===== config.mk =====
export PLATFORM = sky130hd
export DESIGN_NAME = brm_register_map
export DESIGN_NICKNAME = d
export VERILOG_FILES = /design/src/rtl/brm_pkg.sv /design/src/rtl/brm_register_map.sv
export SDC_FILE = /design/constraint.sdc
export NUM_CORES = 1
export LEC_CHECK = 0
export BUFFER_PORTS_ARGS = -buffer_cell sky130_fd_sc_hd__buf_2
export CAP_MARGIN = 10
export CORE_ASPECT_RATIO = 0.6
export CORE_MARGIN = 2
export CORE_UTILIZATION = 46
export DETAILED_ROUTE_END_ITERATION = 8
export MAX_ROUTING_LAYER = met4
export PLACE_DENSITY = 0.78
export SLEW_MARGIN = 5
export SYNTH_ARGS = -nofsm -noshare
export SYNTH_HDL_FRONTEND = slang
export SYNTH_SLANG_ARGS = --single-unit

===== constraint.sdc =====
create_clock -name hclk -period 4.6 [get_ports hclk]
set_clock_uncertainty 0.2 [all_clocks]
set_input_delay 0.69 -clock hclk [delete_from_list [all_inputs] [get_ports hclk]]
set_output_delay 0.69 -clock hclk [all_outputs]
set_load 0.02 [all_outputs]

===== src/rtl/brm_pkg.sv =====
// Package for the banked register map: descriptor table, offsets, masks,
// reset values and carrier types shared by the map and its neighbours.
// Assumes one byte register per offset and a single-bit bank selector.
package brm_pkg;

   // Geometry of the register space
   localparam int          BANK_COUNT   = 2;
   localparam int          BANK_SIZE    = 256;
   localparam int          SPACE_BYTES  = BANK_COUNT * BANK_SIZE;
   localparam int          INDEX_W      = 9;
   localparam int          REG_COUNT    = 48;

   // Own control register beyond the banked space (word index)
   localparam logic [8:0]  FLAG_INDEX   = 9'h100;
   localparam int          FLAG_BANK_BIT = 0;

   // Reset values
   localparam logic [7:0]  REG_RESET    = 8'h00;
   localparam logic [31:0] RDATA_RESET  = 32'h00000000;

   // Per-bit access masks by access class
   localparam logic [7:0]  RM_RW = 8'hFF;
   localparam logic [7:0]  WM_RW = 8'hFF;
   localparam logic [7:0]  RM_WO = 8'h00;
   localparam logic [7:0]  WM_WO = 8'hFF;
   localparam logic [7:0]  RM_MX = 8'hFF;
   localparam logic [7:0]  WM_MX = 8'h0F;

   // Offsets of registers with side effects, bank 0 only
   localparam logic [7:0]  OFS_DEC_HIGH = 8'hE4;
   localparam logic [7:0]  OFS_DEC_LOW  = 8'hE5;
   localparam logic [7:0]  OFS_MUL_X    = 8'hE8;
   localparam logic [7:0]  OFS_MUL_Y    = 8'hE9;
   localparam logic [7:0]  OFS_MUL_HIGH = 8'hEA;
   localparam logic [7:0]  OFS_MUL_LOW  = 8'hEB;

   // AHB transfer type bit that marks an active transfer
   localparam int          HTRANS_ACTIVE_BIT = 1;

   typedef struct packed {
      logic [7:0] offset;
      logic [7:0] rmask;
      logic [7:0] wmask;
      logic       both_banks;   // Same flops seen in bank 0 and bank 1
   } brm_reg_desc_type;

   // Result word handed over by the decimator
   typedef struct packed {
      logic        load;
      logic [15:0] value;
   } brm_dec_in_type;

   typedef enum logic [1:0] {
      BRM_PH_IDLE,
      BRM_PH_WRITE,
      BRM_PH_READ
   } brm_phase_type;

   // Plain storage registers, table order is the reg_values order
   localparam brm_reg_desc_type REG_TABLE [REG_COUNT] = '{
      '{8'h00, RM_RW, WM_RW, 1'b0}, '{8'h01, RM_RW, WM_RW, 1'b0},
      '{8'h02, RM_RW, WM_RW, 1'b0}, '{8'h03, RM_RW, WM_RW, 1'b0},
      '{8'h04, RM_RW, WM_RW, 1'b0}, '{8'h05, RM_RW, WM_RW, 1'b0},
      '{8'h06, RM_RW, WM_RW, 1'b0}, '{8'h07, RM_RW, WM_RW, 1'b0},
      '{8'h08, RM_RW, WM_RW, 1'b0}, '{8'h09, RM_RW, WM_RW, 1'b0},
      '{8'h0A, RM_RW, WM_RW, 1'b0}, '{8'h0B, RM_RW, WM_RW, 1'b0},
      '{8'h20, RM_MX, WM_MX, 1'b0}, '{8'h21, RM_WO, WM_WO, 1'b0},
      '{8'h22, RM_RW, WM_RW, 1'b0}, '{8'h23, RM_MX, WM_MX, 1'b0},
      '{8'h24, RM_MX, WM_MX, 1'b0}, '{8'h25, RM_WO, WM_WO, 1'b0},
      '{8'h26, RM_RW, WM_RW, 1'b0}, '{8'h27, RM_MX, WM_MX, 1'b0},
      '{8'h28, RM_MX, WM_MX, 1'b0}, '{8'h29, RM_WO, WM_WO, 1'b0},
      '{8'h60, RM_RW, WM_RW, 1'b0}, '{8'h63, RM_RW, WM_RW, 1'b0},
      '{8'h64, RM_MX, WM_MX, 1'b0}, '{8'h65, RM_MX, WM_MX, 1'b0},
      '{8'h66, RM_RW, WM_RW, 1'b0},
      '{8'h80, RM_RW, WM_RW, 1'b1}, '{8'h81, RM_RW, WM_RW, 1'b1},
      '{8'h82, RM_RW, WM_RW, 1'b1}, '{8'h83, RM_RW, WM_RW, 1'b1},
      '{8'h84, RM_RW, WM_RW, 1'b1}, '{8'h85, RM_RW, WM_RW, 1'b1},
      '{8'h86, RM_RW, WM_RW, 1'b1}, '{8'h87, RM_RW, WM_RW, 1'b1},
      '{8'h90, RM_RW, WM_RW, 1'b1}, '{8'h91, RM_RW, WM_RW, 1'b1},
      '{8'h92, RM_RW, WM_RW, 1'b1}, '{8'h93, RM_RW, WM_RW, 1'b1},
      '{8'h94, RM_RW, WM_RW, 1'b1}, '{8'h95, RM_RW, WM_RW, 1'b1},
      '{8'h96, RM_RW, WM_RW, 1'b1}, '{8'h97, RM_RW, WM_RW, 1'b1},
      '{8'hDA, RM_RW, WM_RW, 1'b0}, '{8'hDB, RM_RW, WM_RW, 1'b0},
      '{8'hDD, RM_RW, WM_RW, 1'b0}, '{8'hDE, RM_RW, WM_RW, 1'b0},
      '{8'hE0, RM_RW, WM_RW, 1'b0}
   };

endpackage : brm_pkg


===== src/rtl/brm_register_map.sv =====
// Banked byte register map reached over an AHB-Lite slave port.
// Assumes a single master, word-wide single transfers, and that the
// decimator result arrives from logic on hclk.
//
// Local design decision: the AHB-Lite register port.
`timescale 1ns/1ps

module brm_register_map
   import brm_pkg::*;
#(
   parameter int HDATA_WIDTH = 32
) (
   input  wire logic                      hclk,
   input  wire logic                      hresetn,
   input  wire logic                      hsel,
   input  wire logic [31:0]               haddr,
   input  wire logic [1:0]                htrans,
   input  wire logic                      hwrite,
   input  wire logic [2:0]                hsize,
   input  wire logic [HDATA_WIDTH-1:0]    hwdata,
   input  wire logic                      hready,
   output logic                           hreadyout,
   output logic                           hresp,
   output logic [HDATA_WIDTH-1:0]         hrdata,
   input  wire brm_pkg::brm_dec_in_type   dec_in,
   output logic [brm_pkg::REG_COUNT-1:0][7:0] reg_values,
   output logic                           bank_select_flag,
   output logic                           reserved_hit
);
   import brm_pkg::*;

   // Only the word-wide bus is served
   if (HDATA_WIDTH != 32) begin : g_width_check
      $error("brm_register_map: HDATA_WIDTH must be 32");
   end

   // The decoder splits the index into one flag-word bit and a byte offset,
   // so the package geometry has to agree with that split
   if (SPACE_BYTES != 512) begin : g_space_check
      $error("brm_register_map: register space must be 512 bytes");
   end
   if (BANK_SIZE != 256) begin : g_bank_check
      $error("brm_register_map: a bank must span an 8-bit offset");
   end
   if (INDEX_W != 9) begin : g_index_check
      $error("brm_register_map: index must be flag word bit plus offset");
   end
   if (FLAG_BANK_BIT > 7) begin : g_flag_bit_check
      $error("brm_register_map: flag bit must lie in the data byte");
   end

   brm_phase_type                 state_reg, state_next;
   logic [7:0]                    ph_ofs_reg;
   logic                          ph_bank_reg;
   logic                          ph_flag_reg;
   logic                          ph_rsvd_reg;
   logic [7:0]                    store_reg [REG_COUNT];
   logic [7:0]                    dec_high_reg, dec_low_reg;
   logic [7:0]                    mul_x_reg, mul_y_reg;
   logic [15:0]                   mul_prod_reg;
   logic                          flag_reg;
   logic                          reserved_reg;
   logic                          hreadyout_reg;
   logic [31:0]                   hrdata_reg;

   // Address phase decode
   wire        take      = hsel & htrans[HTRANS_ACTIVE_BIT] & hready;
   wire [8:0]  take_idx  = haddr[INDEX_W+1:2];
   wire        take_flag = (take_idx == FLAG_INDEX);
   wire        take_rsvd = take_idx[8] & ~take_flag;

   // Data phase commit points
   wire        wr_commit = (state_reg == BRM_PH_WRITE);
   wire        rd_commit = (state_reg == BRM_PH_READ);
   wire [7:0]  wdata     = hwdata[7:0];

   // Per-entry hit on the captured target
   logic [REG_COUNT-1:0] hit;
   genvar gi;
   for (gi = 0; gi < REG_COUNT; gi++) begin : g_entry
      // A reserved index above the flag word shares its low offset bits
      // with real registers, so it must be kept out of every hit
      assign hit[gi] = ~ph_flag_reg & ~ph_rsvd_reg
                     & (ph_ofs_reg == REG_TABLE[gi].offset)
                     & (~ph_bank_reg | REG_TABLE[gi].both_banks);

      // Storage seen from outside straight from its flops
      assign reg_values[gi] = store_reg[gi];

      // Written bits follow the write mask, the rest hold.
      always_ff @(posedge hclk or negedge hresetn) begin
         if (!hresetn) begin
            store_reg[gi] <= REG_RESET;
         end else if (wr_commit && hit[gi]) begin
            store_reg[gi] <= (store_reg[gi] & ~REG_TABLE[gi].wmask)
                           | (wdata & REG_TABLE[gi].wmask);
         end
      end
   end

   // Side-effect registers live in bank 0 only
   wire bank0     = ~ph_flag_reg & ~ph_bank_reg & ~ph_rsvd_reg;
   wire hit_dec_h = bank0 & (ph_ofs_reg == OFS_DEC_HIGH);
   wire hit_dec_l = bank0 & (ph_ofs_reg == OFS_DEC_LOW);
   wire hit_mul_x = bank0 & (ph_ofs_reg == OFS_MUL_X);
   wire hit_mul_y = bank0 & (ph_ofs_reg == OFS_MUL_Y);
   wire hit_mul_h = bank0 & (ph_ofs_reg == OFS_MUL_HIGH);
   wire hit_mul_l = bank0 & (ph_ofs_reg == OFS_MUL_LOW);
   wire hit_spec  = hit_dec_h | hit_dec_l | hit_mul_x | hit_mul_y
                  | hit_mul_h | hit_mul_l;
   wire any_hit   = (|hit) | hit_spec | ph_flag_reg;

   // Read data: every bit passes its own read mask
   logic [7:0] store_rd;
   always_comb begin
      store_rd = 8'h00;
      for (int i = 0; i < REG_COUNT; i++) begin
         if (hit[i]) begin
            store_rd = store_rd | (store_reg[i] & REG_TABLE[i].rmask);
         end
      end
   end

   wire [7:0] spec_rd = hit_dec_h ? dec_high_reg :
                        hit_dec_l ? dec_low_reg :
                        hit_mul_h ? mul_prod_reg[15:8] :
                        hit_mul_l ? mul_prod_reg[7:0] : 8'h00;
   wire [7:0] flag_rd = ph_flag_reg ?
                        8'(flag_reg) << FLAG_BANK_BIT : 8'h00;
   wire [7:0] rd_byte = ph_rsvd_reg ? 8'h00 : (store_rd | spec_rd | flag_rd);

   // Reads take one wait state so a write just before is already stored
   always_comb begin
      state_next = state_reg;
      case (state_reg)
         BRM_PH_READ: state_next = BRM_PH_IDLE;
         default: begin
            if (take) begin
               state_next = hwrite ? BRM_PH_WRITE : BRM_PH_READ;
            end else begin
               state_next = BRM_PH_IDLE;
            end
         end
      endcase
   end

   // Capture of the access target: bank from the flag, offset from haddr
   always_ff @(posedge hclk or negedge hresetn) begin
      if (!hresetn) begin
         state_reg   <= BRM_PH_IDLE;
         ph_ofs_reg  <= 8'h00;
         ph_bank_reg <= 1'b0;
         ph_flag_reg <= 1'b0;
         ph_rsvd_reg <= 1'b0;
      end else begin
         state_reg <= state_next;
         if (take) begin
            ph_ofs_reg  <= take_idx[7:0];
            ph_bank_reg <= flag_reg;
            ph_flag_reg <= take_flag;
            ph_rsvd_reg <= take_rsvd;
         end
      end
   end

   // Bus answer: zero-wait writes, one-wait reads, always OKAY
   always_ff @(posedge hclk or negedge hresetn) begin
      if (!hresetn) begin
         hreadyout_reg <= 1'b1;
         hrdata_reg    <= RDATA_RESET;
      end else begin
         if (take && !hwrite) begin
            hreadyout_reg <= 1'b0;
         end else if (rd_commit) begin
            hreadyout_reg <= 1'b1;
            hrdata_reg    <= {24'h000000, rd_byte};
         end
      end
   end

   // Bank-select flag, written through its own control word
   always_ff @(posedge hclk or negedge hresetn) begin
      if (!hresetn) begin
         flag_reg <= 1'b0;
      end else if (wr_commit && ph_flag_reg) begin
         flag_reg <= wdata[FLAG_BANK_BIT];
      end
   end

   // Decimator bytes: a new result wins over a clearing read.
   always_ff @(posedge hclk or negedge hresetn) begin
      if (!hresetn) begin
         dec_high_reg <= REG_RESET;
         dec_low_reg  <= REG_RESET;
      end else if (dec_in.load) begin
         dec_high_reg <= dec_in.value[15:8];
         dec_low_reg  <= dec_in.value[7:0];
      end else if (rd_commit) begin
         if (hit_dec_h) begin
            dec_high_reg <= REG_RESET;
         end
         if (hit_dec_l) begin
            dec_low_reg <= REG_RESET;
         end
      end
   end

   // Multiplier operands are write-only; the product is read-only
   always_ff @(posedge hclk or negedge hresetn) begin
      if (!hresetn) begin
         mul_x_reg    <= REG_RESET;
         mul_y_reg    <= REG_RESET;
         mul_prod_reg <= 16'h0000;
      end else begin
         if (wr_commit && hit_mul_x) begin
            mul_x_reg <= wdata;
         end
         if (wr_commit && hit_mul_y) begin
            mul_y_reg <= wdata;
         end
         mul_prod_reg <= 16'(mul_x_reg * mul_y_reg);
      end
   end

   // Sticky marker of any access to a reserved location, for debug only
   always_ff @(posedge hclk or negedge hresetn) begin
      if (!hresetn) begin
         reserved_reg <= 1'b0;
      end else if ((wr_commit || rd_commit) && !any_hit) begin
         reserved_reg <= 1'b1;
      end
   end

   // Outputs straight from flops, hresp tied to OKAY
   assign hreadyout        = hreadyout_reg;
   assign hresp            = 1'b0;
   assign hrdata           = hrdata_reg;
   assign bank_select_flag = flag_reg;
   assign reserved_hit     = reserved_reg;

   // Bank 1 write cannot reach a bank-0-only register
   chk_bank_route: assert property (
      @(posedge hclk) disable iff (!hresetn)
      wr_commit && ph_bank_reg && !ph_flag_reg
         && (ph_ofs_reg == REG_TABLE[0].offset)
      |=> $stable(store_reg[0]))
      else $error("bank 1 write changed a bank 0 register");

   // Reserved or out-of-map read answers zero
   chk_space_zero: assert property (
      @(posedge hclk) disable iff (!hresetn)
      rd_commit && !any_hit |=> (hrdata_reg == 32'h00000000))
      else $error("reserved read returned nonzero data");

   // Clearing read empties the decimator high byte
   chk_read_clear: assert property (
      @(posedge hclk) disable iff (!hresetn)
      rd_commit && hit_dec_h && !dec_in.load
      |=> (dec_high_reg == 8'h00) && (hrdata_reg[7:0] == $past(dec_high_reg)))
      else $error("read-clear did not clear or lost data");

   // Bits outside the write mask of a mixed register hold
   chk_mixed_bits: assert property (
      @(posedge hclk) disable iff (!hresetn)
      wr_commit && hit[15]
      |=> ((store_reg[15] & ~WM_MX) == ($past(store_reg[15]) & ~WM_MX))
          && ((store_reg[15] & WM_MX) == ($past(hwdata[7:0]) & WM_MX)))
      else $error("mixed register bits not applied per bit");

   // Write-only register reads back zero
   chk_write_only: assert property (
      @(posedge hclk) disable iff (!hresetn)
      rd_commit && hit[13] |=> (hrdata_reg == 32'h00000000))
      else $error("write-only register read back data");

   // Bank 0 write lands the low data byte in the addressed register
   chk_offset_target: assert property (
      @(posedge hclk) disable iff (!hresetn)
      wr_commit && hit[0] |=> (store_reg[0] == $past(hwdata[7:0])))
      else $error("write did not reach its offset");

   // Read answer comes after exactly one wait state
   chk_read_wait: assert property (
      @(posedge hclk) disable iff (!hresetn)
      take && !hwrite |=> !hreadyout ##1 hreadyout)
      else $error("read wait state wrong");

   // The flag word stores the written bank bit
   chk_flag_write: assert property (
      @(posedge hclk) disable iff (!hresetn)
      wr_commit && ph_flag_reg
      |=> (flag_reg == $past(hwdata[FLAG_BANK_BIT])))
      else $error("bank-select flag did not take the written bit");

   // Reading the flag word shows the flag in its own bit only
   chk_flag_read: assert property (
      @(posedge hclk) disable iff (!hresetn)
      rd_commit && ph_flag_reg
      |=> (hrdata_reg == (32'($past(flag_reg)) << FLAG_BANK_BIT)))
      else $error("flag word read back wrong");

   // Bank 1 sees the very flops of the shared analog block
   chk_shared_bank: assert property (
      @(posedge hclk) disable iff (!hresetn)
      rd_commit && ph_bank_reg && hit[27]
      |=> (hrdata_reg[7:0] == $past(store_reg[27])))
      else $error("shared register differs between banks");

   // A bank-0-only offset reads zero while bank 1 is selected
   chk_bank1_blocked: assert property (
      @(posedge hclk) disable iff (!hresetn)
      rd_commit && ph_bank_reg && !ph_flag_reg && !ph_rsvd_reg
         && (ph_ofs_reg == REG_TABLE[0].offset)
      |=> (hrdata_reg == 32'h00000000))
      else $error("bank 1 read reached a bank 0 register");

   // A write that hits nothing leaves all storage and the flag alone
   chk_rsvd_write_held: assert property (
      @(posedge hclk) disable iff (!hresetn)
      wr_commit && !any_hit
      |=> $stable(reg_values) && $stable(flag_reg))
      else $error("write to a reserved location changed state");

   // A fresh decimator result is kept even against a clearing read
   chk_dec_load_wins: assert property (
      @(posedge hclk) disable iff (!hresetn)
      dec_in.load
      |=> (dec_high_reg == $past(dec_in.value[15:8]))
          && (dec_low_reg == $past(dec_in.value[7:0])))
      else $error("decimator result lost");

   // Clearing read empties the decimator low byte
   chk_low_clear: assert property (
      @(posedge hclk) disable iff (!hresetn)
      rd_commit && hit_dec_l && !dec_in.load
      |=> (dec_low_reg == 8'h00) && (hrdata_reg[7:0] == $past(dec_low_reg)))
      else $error("low byte read-clear did not clear or lost data");

   // Multiplier operands are never read back
   chk_mul_write_only: assert property (
      @(posedge hclk) disable iff (!hresetn)
      rd_commit && (hit_mul_x || hit_mul_y)
      |=> (hrdata_reg == 32'h00000000))
      else $error("multiplier operand read back data");

   // Upper nibble of a mixed register is read-only and never set
   chk_mixed_high_zero: assert property (
      @(posedge hclk) disable iff (!hresetn)
      rd_commit && hit[12]
      |=> (hrdata_reg[7:4] == 4'h0))
      else $error("read-only bits of a mixed register were set");

   // Writes finish with no wait state
   chk_write_no_wait: assert property (
      @(posedge hclk) disable iff (!hresetn)
      take && hwrite
      |=> hreadyout)
      else $error("write inserted a wait state");

   // Only the low byte of read data carries a register
   chk_rdata_upper: assert property (
      @(posedge hclk) disable iff (!hresetn)
      rd_commit
      |=> (hrdata_reg[31:8] == 24'h000000))
      else $error("read data upper bytes not zero");

   // Read data stands until the next read completes
   chk_rdata_hold: assert property (
      @(posedge hclk) disable iff (!hresetn)
      !rd_commit
      |=> $stable(hrdata_reg))
      else $error("read data changed outside a read");

endmodule : brm_register_map


-- After elaboration in Yosys (flattened, before gate mapping)
Cells that the tools add are included.
- multipliers: 1
- equality and inequality tests: 56
- mux-type cells: 62
- bitwise logic cells: 157
- reductions and logical operators: 65
- operators with widths (operator ; count):
    $mux 8 ; 56
    $or 8x8->8 ; 46
    $eq 8x8->1 const B ; 27
    $and 1x1->1 ; 92
    $eq 8x6->1 const B ; 10
    $or 8x4->8 ; 7
    $logic_and 1x1->1 ; 53
    $reduce_or 48->1 ; 1
    $eq 8x7->1 const B ; 5
    $eq 8x3->1 const B ; 4
    $eq 8x4->1 const B ; 4
    $eq 8x2->1 const B ; 2
    $mul 8x8->16 ; 1
    $eq 9x9->1 const B ; 1
    $eq 8x1->1 const B ; 1
    $logic_not 8->1 ; 1
    $reduce_bool 2->1 ; 4
    $or 1x1->1 ; 7
    $mux 2 ; 3
    $reduce_and 2->1 ; 3
    $not 1->1 ; 5
    $mux 1 ; 3
    $eq 2x1->1 const B ; 1
    $eq 2x2->1 const B ; 1
    2 further kinds ; 3
- register bits after elaboration: 456
- input port bits: 91
- output and inout port bits: 420
- logic and storage cells: 403

-- Logic depth before layout (Yosys ltp)
- word-level depth: 96
- mapped depth: 16
- mapped depth without buffers: 16

-- Least setup slack after synthesis
OpenSTA, ideal clock, no wires.
- path type: flip-flop to flip-flop
- start point: register mul_y_reg[2]
- end point: register mul_prod_reg[15]
- setup time: 0.080 ns
- arrival time: 3.877 ns
- required time: 4.320 ns
- path slack: 0.443 ns
- stages on the path, launching flop included: 15
- buffers on the path: 0
- path through: dfrtp_1 and2_1 fa_1 fa_1 inv_1 fa_1 inv_1 fa_1 ha_1 o21a_1 o31a_1 o211ai_1 a21oi_1 o31ai_1 xnor2_1
- cells in the longest elaborated chain, start to end: 1
- ends and longest elaborated chain (what ; RTL line ; text):
    start, declared ; brm_register_map.sv:59 ; logic [7:0] mul_x_reg, mul_y_reg;
    start signal, assigned ; brm_register_map.sv:219 ; mul_y_reg <= wdata;
    $mul 8x8->16 ; brm_register_map.sv:221 ; mul_prod_reg <= 16'(mul_x_reg * mul_y_reg);
    end signal, assigned ; brm_register_map.sv:221 ;
    end, declared ; brm_register_map.sv:60 ; logic [15:0] mul_prod_reg;
Every way passes these cells.
A chain may end at the register's enable or synchronous reset.

-- Worst setup path after layout
- start point: register mul_x_reg[2]
- end point: register mul_prod_reg[15]
- cells in the longest elaborated chain, start to end: 1
- ends and longest elaborated chain (what ; RTL line ; text):
    start, declared ; brm_register_map.sv:59 ;
    start signal, assigned ; brm_register_map.sv:216 ; mul_x_reg <= wdata;
    $mul 8x8->16 ; brm_register_map.sv:221 ;
Every way passes these cells.

==> flow_metrics.env <==
export IMPL_required_ns=4.86
export IMPL_tightest_slew_ns=1.26
export IMPL_dpl_cell_area_um2=25000
export IMPL_ios=511
export IMPL_rsz0062_at_grt="false"
export IMPL_num_vias=18584
export IMPL_hpwlAfterDp_um=73400
export IMPL_syn_to_final_growth_pct=21.7
export IMPL_postSynthAreaPerCell_um2=12.5
export IMPL_start_util_pct=46.8
export IMPL_critPathKind="register to register"
export IMPL_dr_pass1_iters=7
export IMPL_pwr_share_comb_pct=16.7
export IMPL_clk_pin_slew_ns=0.07
export IMPL_cpLargestDelayFamily="adder cells"
export IMPL_regToRegSetupSlack_ns=0.17
export IMPL_wire_per_inst_um=34.0
export IMPL_r2r_start="mul_x_reg[2]"
export IMPL_route_detailed_drc=0
export IMPL_grt_max_degree=114
export IMPL_numClockSinks=428
export IMPL_multi_input_area_um2=10300
export IMPL_ys_warn_count=0
export IMPL_gr_total_overflow=0
export IMPL_gp_congestion=1.09
export IMPL_max_cap_violations=0
export IMPL_largest_reg_flops=356
export IMPL_fmax_ghz=0.226
export IMPL_worst_path_largest_cell_delay_ns=0.57
export IMPL_p_leak_nw=12.1
export IMPL_clockBufferDepth=3
export IMPL_min_period_over_period_pct=96.3
export IMPL_routed_wl_um=97600
export IMPL_synth_flop_cell="dfrtp_1"
export IMPL_cp_data_arrival_time_ns=4.68
export IMPL_worst_path_buf_inv=3
export IMPL_antenna_left=0
export IMPL_cts_root_buf="clkbuf_16"
export IMPL_slew_headroom_pct=15.7
export IMPL_synth_edf_count=0
export IMPL_rr_endpoint="mul_prod_reg[15]"
export IMPL_syn_inst=1740
export IMPL_switchingPower_w=0.00305
export IMPL_layout_drive_gt1_share_pct=46.8
export IMPL_grt_first_pass_wirelength_um=136000
export IMPL_crit_chain="and2_1 -> fa_1 -> fa_1 -> fa_1 -> inv_1 -> fa_1 -> inv_1 -> ha_1 -> o21a_1 -> o31a_1 -> o211ai_1 -> buf_4 -> a21oi_4 -> o31ai_2 -> xnor2_1"
export IMPL_setup_tns_ns=0
export IMPL_vdd_ir_drop_max_mv=0.233
export IMPL_gr_usage_met2_pct=52.9
export IMPL_slew_viol_final=0
export IMPL_holdPathEnd="dec_high_reg[4]"
export IMPL_worst_path_max_delay_cell="fa_1"
export IMPL_drt_iter0_markers=2509
export IMPL_hold_violations=0
export IMPL_status="finished clean"
export IMPL_cts_tree="yes"
export IMPL_track_usage_pct=39.8
export IMPL_synth_cell_types=81
export IMPL_antenna_found_initial=6
export IMPL_setup_violations_final=0
export IMPL_viasPerCell=6.47
export IMPL_min_path_type="input pin to register"
export IMPL_min_period_ns=4.43
export IMPL_fin_area_um2=26500
export IMPL_h_tree_depth=2
export IMPL_die_height_um=173
export IMPL_cpMostUsedCell="fa_1"
export IMPL_met3_usage_pct=19.0
export IMPL_p_clk_share_pct=38.9
export IMPL_fin_nets=2367
export IMPL_fillCellCount=3904
export IMPL_io_buffer_count=406
export IMPL_seqCellArea_um2=10700
export IMPL_syn_area_um2=21800
export IMPL_clock_latency_ns=0.59
export IMPL_p_int_w=0.00659
export IMPL_die_area_um2=49200
export IMPL_async_flop_share_pct=100
export IMPL_core_um2=46600
export IMPL_seqPwrFrac_pct=44.4
export IMPL_cp_start_kind="register"
export IMPL_ff2ff_path_depth=15
export IMPL_top_usage_layer="met1"
export IMPL_cts_made_buffers=42
export IMPL_power_density_nw_per_um2=363
export IMPL_first_global_vias=18151
export IMPL_met1_usage_pct=53.4
export IMPL_critPathMaxFanout=6
export IMPL_end_kind="register"
export IMPL_synth_seq_area_share_pct=49.1
export IMPL_rows=61
export IMPL_min_from="dec_in[12]"
export IMPL_ys_ff_latch=428
export IMPL_die_w_um=285
export IMPL_power_share_switching_pct=31.6
export IMPL_hold_depth=2
worst register-to-register path: stages (launching register included):
cell and delay [ns]:
dfrtp_2 0.47, and2_1 0.20, fa_1 0.57, fa_1 0.45, fa_1 0.50, inv_1 0.05, fa_1 0.47, inv_1 0.04
ha_1 0.33, o21a_1 0.14, o31a_1 0.20, o211ai_1 0.12, buf_4 0.17, a21oi_4 0.19, o31ai_2 0.08, xnor2_1 0.13
worst max path at each step:
stage	start	endpoint	slack (ns)	depth (start not counted)
4_1_cts	mul_x_reg[2]	mul_prod_reg[15]	0.03	14
5_1_grt	mul_x_reg[2]	mul_prod_reg[15]	0.03	15
6_report	mul_x_reg[2]	mul_prod_reg[15]	0.17	15
3_5_place_dp	mul_x_reg[2]	mul_prod_reg[15]	0.05	14
3_3_place_gp	mul_x_reg[3]	mul_prod_reg[15]	0.09	14
2_1_floorplan	mul_y_reg[2]	mul_prod_reg[15]	0.44	14
routing by layer:
layer  wire length (um)  share of wire (%)
met2              39600                 41
met4               3770                3.9
met3              15100                 15
met5                  0                  0
met1              39100                 40
metrics by stage:
step                      utilization, %  hold WS (ns)  instances  setup slack [ns]  total power [W]
after global placement              53.7         0.270       2786            0.0905          0.00584
after global routing                57.0         0.146       2870            0.0281          0.00985
after floorplan                        -         0.194       1792             0.443          0.00507
after CTS                           56.9         0.126       2864            0.0287          0.00956
after detailed placement            53.7         0.282       2786            0.0463          0.00587
final                               57.0         0.137       2872             0.172          0.00964
cell usage in the layout, fill, tap and decap left out, drive strengths merged, types with 8 or more instances in the layout:
| cell type | instances |
|---|---|
| mux2 | 383 |
| a21oi | 30 |
| xnor2 | 9 |
| a32oi | 17 |
| nor3 | 22 |
| dfrtp | 427 |
| and2 | 54 |
| ha | 38 |
| nand4 | 24 |
| o21ai | 18 |
| conb | 53 |
| mux2i | 8 |
| a22o | 47 |
| clkinv | 9 |
| a2111oi | 8 |
| nand2 | 75 |
| a31oi | 9 |
| a32o | 13 |
| a222oi | 8 |
| a22oi | 61 |
| buf | 527 |
| inv | 61 |
| nand3 | 52 |
| and3 | 23 |
| nor2 | 28 |
| nor4 | 23 |
| clkbuf | 57 |
| fa | 36 |
| a221oi | 13 |
repair_timing:
action                                 CTS  global route
buffers inserted                         0             1
gates resized for setup                  0            11
hold buffers                             1             0
endpoints found under the hold margin   78             0
setup endpoints to repair                0             4
power by group through the flow:
stage / registers [W] / clock network [W] / logic, W
5_1_grt: 0.00428 / 0.00392 / 0.00165
3_5_place_dp: 0.00432 / 0 / 0.00155
2_1_floorplan: 0.00438 / 0 / 0.000689
3_3_place_gp: 0.00431 / 0 / 0.00154
6_report: 0.00427 / 0.00375 / 0.00161
4_1_cts: 0.00425 / 0.00376 / 0.00156
cells in the mapped netlist (7+ instances only):
cell type    n  area (um^2)
dfrtp_1    427        10700
mux2_2     381         4290
nand2_1     69          259
clkbuf_1    64          240
a22oi_1     61          458
buf_4       60          450
inv_1       57          214
and2_1      53          332
a22o_1      47          412
nand3_1     40          200
ha_1        38          475
fa_1        36          721
buf_2       33          165
a21oi_1     30          150
nor2_1      26         97.6
nand4_1     24          150
and3_1      23          144
a32oi_1     17          149
nor3_1      17         85.1
o21ai_0     17         85.1
nor4_1      15         93.8
a32o_1      13          130
a221oi_1    12          105
nand3_2     12          120
a31oi_1      9         56.3
xnor2_1      9         78.8
a2111oi_0    8         70.1
a222oi_1     8         80.1
mux2i_1      8         80.1
and4_1       7         61.3
nor2b_1      7         43.8
o22ai_1      7         43.8
area by class of cell:
cell class / instances / share of cell area (%)
Clock inverter: 20 / 1.02
Clock buffer: 57 / 4.59
Tap cell: 630 / 2.97
Antenna cell: 7 / 0.0660
Timing Repair Buffer: 528 / 11.4
Sequential cell: 428 / 40.4
Inverter: 57 / 0.806
Multi-Input combinational cell: 1145 / 38.8
kinds of logic after synthesis:
logic type                 after synthesis  share of synthesized area [%]
muxes                                  392                           20.2
buffers and inverters                  219                           5.09
DFF                                    428                           49.1
and+or+nand+nor                        348                           10.0
other                                    1                         0.0172
AOI/OAI and AO/OA                      267                           9.59
xor gates and xnor gates                11                          0.442
adders and majority gates               74                           5.48
(Power assumes the default switching activity.)
